## src/common/ire_pkg.sv

```systemverilog
// Constants, field layouts and carrier types for the infrared pulse encoder control
`default_nettype none

package ire_pkg;

  // Register word offsets (byte addresses)
  localparam logic [3:0] IRE_OFS_CTRL     = 4'h0;
  localparam logic [3:0] IRE_OFS_RATE     = 4'h4;
  localparam logic [3:0] IRE_OFS_STATUS   = 4'h8;

  // Control field positions
  localparam int IRE_CTRL_EN_BIT       = 7;
  localparam int IRE_CTRL_WIDTH_LSB    = 4;
  localparam int IRE_CTRL_TXINV_BIT    = 3;
  localparam int IRE_CTRL_RXINV_BIT    = 2;
  localparam logic [7:0] IRE_CTRL_WMASK = 8'hFC;
  localparam logic [7:0] IRE_CTRL_RESET = 8'h00;

  // Bit rate register fields
  localparam int IRE_RATE_DIV_LSB      = 0;
  localparam int IRE_RATE_PRE_LSB      = 8;
  localparam int IRE_RATE_SMART_BIT    = 16;
  localparam logic [10:0] IRE_RATE_RESET = 11'h000;

  // Clocks per bit at prescaler 0 and divisor 0
  localparam int IRE_ASYNC_BASE        = 32;
  localparam int IRE_SMART_FACTOR      = 372;
  localparam int IRE_SMART_BASE        = 2 * IRE_SMART_FACTOR;

  // Short-pulse fraction of a bit period: 3/16
  localparam int IRE_FRAC_NUM          = 3;
  localparam int IRE_FRAC_SHIFT        = 4;

  localparam int IRE_CNT_W             = 24;

  typedef struct packed {
    logic       enable;
    logic [2:0] width_sel;
    logic       tx_inv;
    logic       rx_inv;
    logic [1:0] rsvd;
  } ire_ctrl_s;

  typedef struct packed {
    logic       smart;
    logic [1:0] prescale;
    logic [7:0] divisor;
  } ire_rate_s;

  typedef struct packed {
    logic [3:0]  address;
    logic        read;
    logic        write;
    logic [31:0] writedata;
    logic [3:0]  byteenable;
  } ire_av_req_s;

  typedef enum logic [1:0] {
    IRE_IDLE  = 2'b00,
    IRE_PULSE = 2'b01,
    IRE_GAP   = 2'b10
  } ire_state_e;

endpackage : ire_pkg

`default_nettype wire

```

## src/core/ire_top.sv

```systemverilog
// Infrared pulse encoder control for serial channel 0 with register slave
//
// The address map and the Avalon-MM slave port were left to the implementer.
`default_nettype none

module ire_top #(
  parameter int N_OTHER = 1
) (
  // Clock and reset
  input  wire logic                  i_clk,
  input  wire logic                  i_rst_b,
  // Avalon-MM slave
  input  wire ire_pkg::ire_av_req_s  i_av,
  output logic [31:0]                o_av_readdata,
  output logic                       o_av_waitrequest,
  // Serial core channel 0
  input  wire logic                  i_core_txd,
  input  wire logic                  i_core_bit_stb,
  output logic                       o_core_rxd,
  // Channel 0 pins
  output logic                       o_serial_tx_pin_ch0,
  input  wire logic                  i_serial_rx_pin_ch0,
  // Other channels
  input  wire logic [N_OTHER-1:0]    i_other_txd,
  output logic [N_OTHER-1:0]         o_other_tx_pin,
  input  wire logic [N_OTHER-1:0]    i_other_rx_pin,
  output logic [N_OTHER-1:0]         o_other_rxd
);
  import ire_pkg::*;

  if (N_OTHER < 1 || N_OTHER > 8) begin : g_chk
    $error("N_OTHER must be 1 to 8");
  end

  // Clocks in one bit period; also used by status readback
  function automatic logic [IRE_CNT_W-1:0] bit_period(input ire_rate_s r);
    logic [IRE_CNT_W-1:0] base;
    logic [IRE_CNT_W-1:0] scaled;
    base   = r.smart ? IRE_CNT_W'(IRE_SMART_BASE) : IRE_CNT_W'(IRE_ASYNC_BASE);
    scaled = base << (2 * r.prescale);
    return IRE_CNT_W'(scaled * ({16'h0000, r.divisor} + 24'h000001));
  endfunction : bit_period

  // Pulse width in clocks for a width code
  function automatic logic [IRE_CNT_W-1:0] pulse_width(input logic [2:0] sel,
                                                        input logic [IRE_CNT_W-1:0] per);
    logic [IRE_CNT_W+1:0] frac;
    frac = (IRE_CNT_W+2)'(per) * (IRE_CNT_W+2)'(IRE_FRAC_NUM);
    if (sel == 3'h0) begin
      return IRE_CNT_W'(frac >> IRE_FRAC_SHIFT);
    end
    return IRE_CNT_W'(24'h000001 << sel);
  endfunction : pulse_width

  ire_ctrl_s             ctrl_q;
  ire_rate_s             rate_q;
  logic                  ack_q;
  logic [31:0]           rdata_q;
  logic [1:0]            rx0_sync_q;
  logic [N_OTHER-1:0]    rxo_meta_q;
  logic [N_OTHER-1:0]    rxo_sync_q;
  ire_state_e            state_q;
  ire_state_e            state_d;
  logic [IRE_CNT_W-1:0]  cnt_q;
  logic [IRE_CNT_W-1:0]  cnt_d;
  logic                  tx_pin_q;
  logic                  rxd_q;
  logic [N_OTHER-1:0]    other_tx_q;

  // Bus decode
  wire        req        = i_av.read | i_av.write;
  wire        take       = req & ~ack_q;
  wire        hit_ctrl   = (i_av.address == IRE_OFS_CTRL);
  wire        hit_rate   = (i_av.address == IRE_OFS_RATE);
  wire        hit_stat   = (i_av.address == IRE_OFS_STATUS);
  wire        wr_ctrl    = take & i_av.write & hit_ctrl & i_av.byteenable[0];
  wire        wr_rate_b0 = take & i_av.write & hit_rate & i_av.byteenable[0];
  wire        wr_rate_b1 = take & i_av.write & hit_rate & i_av.byteenable[1];
  wire        wr_rate_b2 = take & i_av.write & hit_rate & i_av.byteenable[2];

  wire [IRE_CNT_W-1:0] period = bit_period(rate_q);
  wire [IRE_CNT_W-1:0] width  = pulse_width(ctrl_q.width_sel, period);
  wire                 pulsing = (state_q == IRE_PULSE);

  wire [31:0] rd_ctrl = {24'h000000, ctrl_q};
  wire [31:0] rd_rate = {15'h0000, rate_q.smart, 6'h00, rate_q.prescale, rate_q.divisor};
  wire [31:0] rd_stat = {period, 4'h0, pulsing, tx_pin_q, rxd_q, rx0_sync_q[1]};
  wire [31:0] rd_mux  = hit_ctrl ? rd_ctrl :
                        hit_rate ? rd_rate :
                        hit_stat ? rd_stat : 32'h00000000;

  // One wait cycle, then the answer
  assign o_av_waitrequest = req & ~ack_q;

  always_ff @(posedge i_clk or negedge i_rst_b) begin
    if (!i_rst_b) begin
      ack_q   <= 1'b0;
      rdata_q <= 32'h00000000;
    end else begin
      ack_q   <= take;
      rdata_q <= take ? rd_mux : rdata_q;
    end
  end
  assign o_av_readdata = rdata_q;

  always_ff @(posedge i_clk or negedge i_rst_b) begin
    if (!i_rst_b) begin
      ctrl_q <= IRE_CTRL_RESET;
    end else if (wr_ctrl) begin
      ctrl_q <= i_av.writedata[7:0] & IRE_CTRL_WMASK;
    end
  end

  // prescaler and divisor zero give fastest rate
  always_ff @(posedge i_clk or negedge i_rst_b) begin
    if (!i_rst_b) begin
      rate_q <= IRE_RATE_RESET;
    end else begin
      if (wr_rate_b0) begin
        rate_q.divisor <= i_av.writedata[IRE_RATE_DIV_LSB +: 8];
      end
      if (wr_rate_b1) begin
        rate_q.prescale <= i_av.writedata[IRE_RATE_PRE_LSB +: 2];
      end
      if (wr_rate_b2) begin
        rate_q.smart <= i_av.writedata[IRE_RATE_SMART_BIT];
      end
    end
  end

  // Pin synchronisers; first stage feeds only the second
  always_ff @(posedge i_clk or negedge i_rst_b) begin
    if (!i_rst_b) begin
      rx0_sync_q <= 2'b11;
      rxo_meta_q <= '1;
      rxo_sync_q <= '1;
    end else begin
      rx0_sync_q <= {rx0_sync_q[0], i_serial_rx_pin_ch0};
      rxo_meta_q <= i_other_rx_pin;
      rxo_sync_q <= rxo_meta_q;
    end
  end

  // Encoder: a zero bit sends one pulse at the start of its bit time
  wire start_pulse = ctrl_q.enable & i_core_bit_stb & ~i_core_txd;

  always_comb begin
    state_d = state_q;
    cnt_d   = cnt_q;
    case (state_q)
      IRE_IDLE: begin
        if (start_pulse) begin
          state_d = IRE_PULSE;
          cnt_d   = width - 24'h000001;
        end
      end
      IRE_PULSE: begin
        if (cnt_q == '0) begin
          state_d = IRE_GAP;
        end else begin
          cnt_d = cnt_q - 24'h000001;
        end
      end
      IRE_GAP: begin
        // Take a strobe landing in the cycle after the pulse's last cycle
        state_d = start_pulse ? IRE_PULSE : IRE_IDLE;
        cnt_d   = start_pulse ? width - 24'h000001 : cnt_q;
      end
      default: begin
        state_d = IRE_IDLE;
        cnt_d   = '0;
      end
    endcase
    // Leaving infrared mode aborts any pulse in flight
    if (!ctrl_q.enable) begin
      state_d = IRE_IDLE;
      cnt_d   = '0;
    end
  end

  always_ff @(posedge i_clk or negedge i_rst_b) begin
    if (!i_rst_b) begin
      state_q <= IRE_IDLE;
      cnt_q   <= '0;
    end else begin
      state_q <= state_d;
      cnt_q   <= cnt_d;
    end
  end

  // optional output inversion
  // Pin register tracks next state, so the pulse lasts exactly width clocks
  wire ir_tx   = (state_d == IRE_PULSE) ^ ctrl_q.tx_inv;
  wire ir_rx   = rx0_sync_q[1] ^ ctrl_q.rx_inv;
  wire tx_sel  = ctrl_q.enable ? ir_tx : i_core_txd;
  wire rx_sel  = ctrl_q.enable ? ir_rx : rx0_sync_q[1];

  always_ff @(posedge i_clk or negedge i_rst_b) begin
    if (!i_rst_b) begin
      tx_pin_q   <= 1'b1;
      rxd_q      <= 1'b1;
      other_tx_q <= '1;
    end else begin
      tx_pin_q   <= tx_sel;
      rxd_q      <= rx_sel;
      other_tx_q <= i_other_txd;
    end
  end

  assign o_serial_tx_pin_ch0 = tx_pin_q;
  assign o_core_rxd          = rxd_q;
  assign o_other_tx_pin      = other_tx_q;
  assign o_other_rxd         = rxo_sync_q;

endmodule : ire_top

`default_nettype wire

```

## config.mk

```make
export PLATFORM = sky130hd
export DESIGN_NAME = ire_top
export DESIGN_NICKNAME = d
export VERILOG_FILES = /design/src/common/ire_pkg.sv /design/src/core/ire_top.sv
export SDC_FILE = /design/constraint.sdc
export NUM_CORES = 1
export LEC_CHECK = 0
export BUFFER_PORTS_ARGS = -buffer_cell sky130_fd_sc_hd__buf_2
export CELL_PAD_IN_SITES_DETAIL_PLACEMENT = 1
export CELL_PAD_IN_SITES_GLOBAL_PLACEMENT = 2
export CORE_AREA = 2 2 162 164
export CTS_BUF_LIST = sky130_fd_sc_hd__clkbuf_8
export DETAILED_ROUTE_END_ITERATION = 6
export DIE_AREA = 0 0 164 166
export PLACE_DENSITY = 0.87
export SLEW_MARGIN = 25
export SYNTH_ARGS = -nofsm -noshare
export SYNTH_HDL_FRONTEND = slang
export SYNTH_SLANG_ARGS = --single-unit
export TNS_END_PERCENT = 5
```

## constraint.sdc

```tcl
create_clock -name i_clk -period 18.1 [get_ports i_clk]
set_clock_uncertainty 0.2 [all_clocks]
set_input_delay 0.905 -clock i_clk [delete_from_list [all_inputs] [get_ports i_clk]]
set_output_delay 0.905 -clock i_clk [all_outputs]
set_load 0.01 [all_outputs]
```

==> PnR_summary.wiki <==
{| class="wikitable"
! Metric !! Value
|-
| Cell mode on critical path || sky130_fd_sc_hd__inv_1
|-
| Relative slew slack || 34.5%
|-
| Initial antenna violation count || 0
|-
| Data arrival at the endpoint of the critical path || 9490 ps
|-
| CTS sink cnt || 82
|-
| Slew of the pin with the lowest slew margin || 973 ps
|-
| Port Buf Inserts || 62
|-
| Final WS setup || 8710 ps
|-
| Num rows || 59
|-
| Peak fanout along the critical path || 18
|-
| Cts hold-fix bufs || 0
|-
| Max-slew violation total from the final report || 0
|-
| Dpl ws || 8790 ps
|-
| Insertion delay of the later-clocked pin in the worst-skew pair || 390 ps
|-
| Synthesis-stage register bit count || 82
|-
| Final worst path period share || 51.9%
|-
| Most used flip-flop cell after synthesis || sky130_fd_sc_hd__dfrtp_1
|-
| Outcome || finished, final reports clean
|-
| Sequential-to-total area share from yosys stat || 23.5%
|-
| Post-synthesis to final-layout area growth || 9.76%
|-
| Number of nets still failing antenna checks after routing || 0
|-
| Pwr per Cell Area || 93.2 mW/mm^2
|-
| Largest stage delay on the critical path || 800 ps
|-
| Setup repair after global routing missed its margin || no
|-
| Post-layout total power || 896 uW
|-
| Sum Neg Setup Slack || 0 ps
|-
| Worst EP required || 18,200 ps
|-
| Global routing usage summed across all routing layers || 18.8%
|-
| Routability congestion estimate || 0.854
|-
| Total CTS buffers || 9
|-
| Vias in the first global route || 7,862
|-
| Top-Level Pins || 86
|-
| Total nets after synthesis || 1,198
|-
| Number of gates resized after cts || 0
|-
| Share of cells above drive strength 1 || 12.2%
|-
| Syn_area_per_cell || 8.61 sq um
|-
| Detailed-route vias per instance || 5.38
|-
| Number of antenna repair diodes || 0
|-
| Placed cell count || 1,383
|-
| Number of instances in the synthesized netlist || 1,016
|-
| Number of endpoints failing setup at the final stage || 0
|-
| Final Core Density || 37.5%
|-
| Vias || 7,522
|-
| Count of non-filler cells in the finished layout || 1,399
|-
| Horiz. Die Dim || 164 microns
|-
| Global-route wire length before repair || 40,900 microns
|-
| Final net count || 1,241
|-
| DRT Pass-1 Iters || 4
|-
| Pin count of the biggest net entering global routing || 49
|-
| Die H || 166 microns
|-
| Netlist cell types || 81
|-
| Upper clock frequency limit || 106 MHz
|-
| Share of synthesized flip-flops with an asynchronous set or reset || 100%
|-
| Setup Fix Bufs, Post-CTS || 0
|-
| Number of violations reported at the end of detailed-routing iteration 0 || 447
|-
| Routed length per placed instance || 17.7 microns
|-
| Filler Cell Count || 3,041
|-
| WS Path Type || reg -> reg
|-
| Leakage power || 4.95 nW
|-
| Category of the worst setup path launch point || register
|-
| Number of enable-type register cells in the synthesized netlist || 0
|-
| Peak ir drop on the vdd network || 46.3 uV
|-
| Hold violation total from the final report || 0
|-
| Post-detailed-routing wire length || 24,800 microns
|-
| Post-DP HPWL || 20,200 microns
|-
| Clock transition at the registers of the reported paths || 100 ps
|-
| Number of DRC violations after detailed routing || 0
|-
| Slowest stage cell, crit path || sky130_fd_sc_hd__a21oi_1
|-
| Floorplan core area || 0.0256 sq mm
|-
| Die area || 0.0272 sq mm
|-
| H-tree depth || 3
|-
| Max-cap viol count || 0
|-
| Cell Area, Synth || 0.00875 sq mm
|-
| Class of the tightest hold or removal check || reg -> reg
|-
| Starting utilization of the core area || 34.2%
|-
| TritonCTS clock tree || yes
|-
| Clock period minus final worst setup slack || 9390 ps
|-
| Clock root buffer || sky130_fd_sc_hd__clkbuf_8
|-
| Total global routing overflow || 0
|-
| Element type at the critical path end || register
|-
| Number of buffers on the longest clock path || 2
|-
| Yosys warns || 0
|}
## cell usage in the layout (no fill, tap or decap), types with 20 or more instances in the layout
master	synthesis	final
sky130_fd_sc_hd__inv_1	130	130
sky130_fd_sc_hd__ha_1	71	71
sky130_fd_sc_hd__xnor2_1	23	23
sky130_fd_sc_hd__nand2b_1	20	20
sky130_fd_sc_hd__buf_2	1	61
sky130_fd_sc_hd__fa_1	62	62
sky130_fd_sc_hd__dfrtp_1	75	75
sky130_fd_sc_hd__o21ai_0	55	55
sky130_fd_sc_hd__nand2_1	107	107
sky130_fd_sc_hd__nor2_1	80	80
sky130_fd_sc_hd__a21oi_1	51	51
sky130_fd_sc_hd__a21o_1	20	20
## area by class of cell
type                            count  area (sq um)  area share [%]
Multi-Input combinational cell    766          6060            63.1
Sequential cell                    82          2060            21.5
Tap cell                          335           419            4.36
Inverter                          132           498            5.18
Clock inverter                      6          73.8           0.768
Timing Repair Buffer               68           358            3.72
Clock buffer                       10           138            1.43
## registers in the layout, indices dropped and copies added (netlist names)
name and cells:
ack_q 1, cnt_q 24, ctrl_q 6, o_av_readdata 31, o_core_rxd 1, o_other_rxd 1
o_other_tx_pin 1, o_serial_tx_pin_ch0 1, rate_q 11, rx0_sync_q 2, rxo_meta_q 1, state_q 2
## worst max-delay path, delay by kind of cell (launching register included)
family	cells	cell delay, ps
mux	1	110
buf+inv	6	910
xor+xnor	1	580
fa+ha+maj	6	3090
simple gates	8	2000
compound gates	6	1600
flops	1	780
## through the flow
step / instance area (sq um) / hold slack [ps]
global route: 9610 / 170
CTS: 9610 / 167
finish: 9610 / 165
detailed placement: 9400 / 152
floorplan: 8750 / 145
global placement: 9400 / 147
## layer usage
metal / wire length [microns] / vias up / global-route usage, %
met5: 0 / - / 0
met4: 585 / 0 / 5.53
met3: 510 / 32 / 2.22
met2: 12200 / 92 / 31.9
met1: 11500 / 3802 / 25.2
li1: - / 3596 / -
## synthesized netlist by cell type (all sizes together) (3+ instances only)
cell type	number	area share, %
a2111oi	3	0.37
a211o	9	0.90
a211oi	7	0.60
a21boi	3	0.26
a21o	20	1.7
a21oi	51	2.9
a22o	17	1.7
a22oi	3	0.31
a31o	5	0.50
a31oi	6	0.43
a32oi	4	0.40
and2	11	0.79
and3	12	0.86
and4	4	0.40
buf	4	0.23
clkbuf	32	1.4
dfrtp	75	21
dfstp	7	2.1
fa	62	14
ha	71	10
inv	132	5.7
mux2	17	2.2
mux2i	17	1.9
nand2	108	4.7
nand2b	20	1.4
nand3	18	1.0
nand3b	6	0.51
nand4	10	0.71
nor2	80	3.4
nor3	19	1.2
nor4	14	1.0
o211ai	9	0.83
o21a	3	0.26
o21ai	57	3.3
o22ai	8	0.57
o31a	4	0.40
or2	5	0.36
or3	11	0.79
xnor2	24	2.5
xor2	15	1.7
## worst paths after layout
| check | slack, ps | from | depth (start not counted) | endpoint |
|---|---|---|---|---|
| setup / recovery | 8710 | rate_q[8] | 28 | cnt_q[19] |
| hold / removal | 160 | rxo_meta_q | 0 | o_other_rxd |
| setup reg to reg | 8710 | rate_q[8] | 28 | cnt_q[19] |
| hold reg to reg | 160 | rxo_meta_q | 0 | o_other_rxd |
| max in group asynchronous | 16370 | i_rst_b | 2 | cnt_q[5] |
| min in group asynchronous | 240 | i_rst_b | 1 | o_av_readdata[1] |
## where the power goes
group | switching [mW] | leakage (nW) | total (mW) | internal (mW)
sequential | 0.0245 | 1.10 | 0.223 | 0.199
clock | 0.0811 | 0.101 | 0.150 | 0.0693
combinational | 0.326 | 3.76 | 0.522 | 0.196
total | 0.431 | 4.95 | 0.896 | 0.464
## cells by family after synthesis
group	count (synthesis)	synth area share, %
muxes	34	4.13
buffers and inverters	168	7.29
other	1	0.0428
DFF	82	23.5
adders and majority gates	133	24.3
xor gates and xnor gates	41	4.72
and+or+nand+nor	328	18.2
AOI/OAI and AO/OA	229	17.7
No activity file was read; power rests on OpenSTA's default activity.
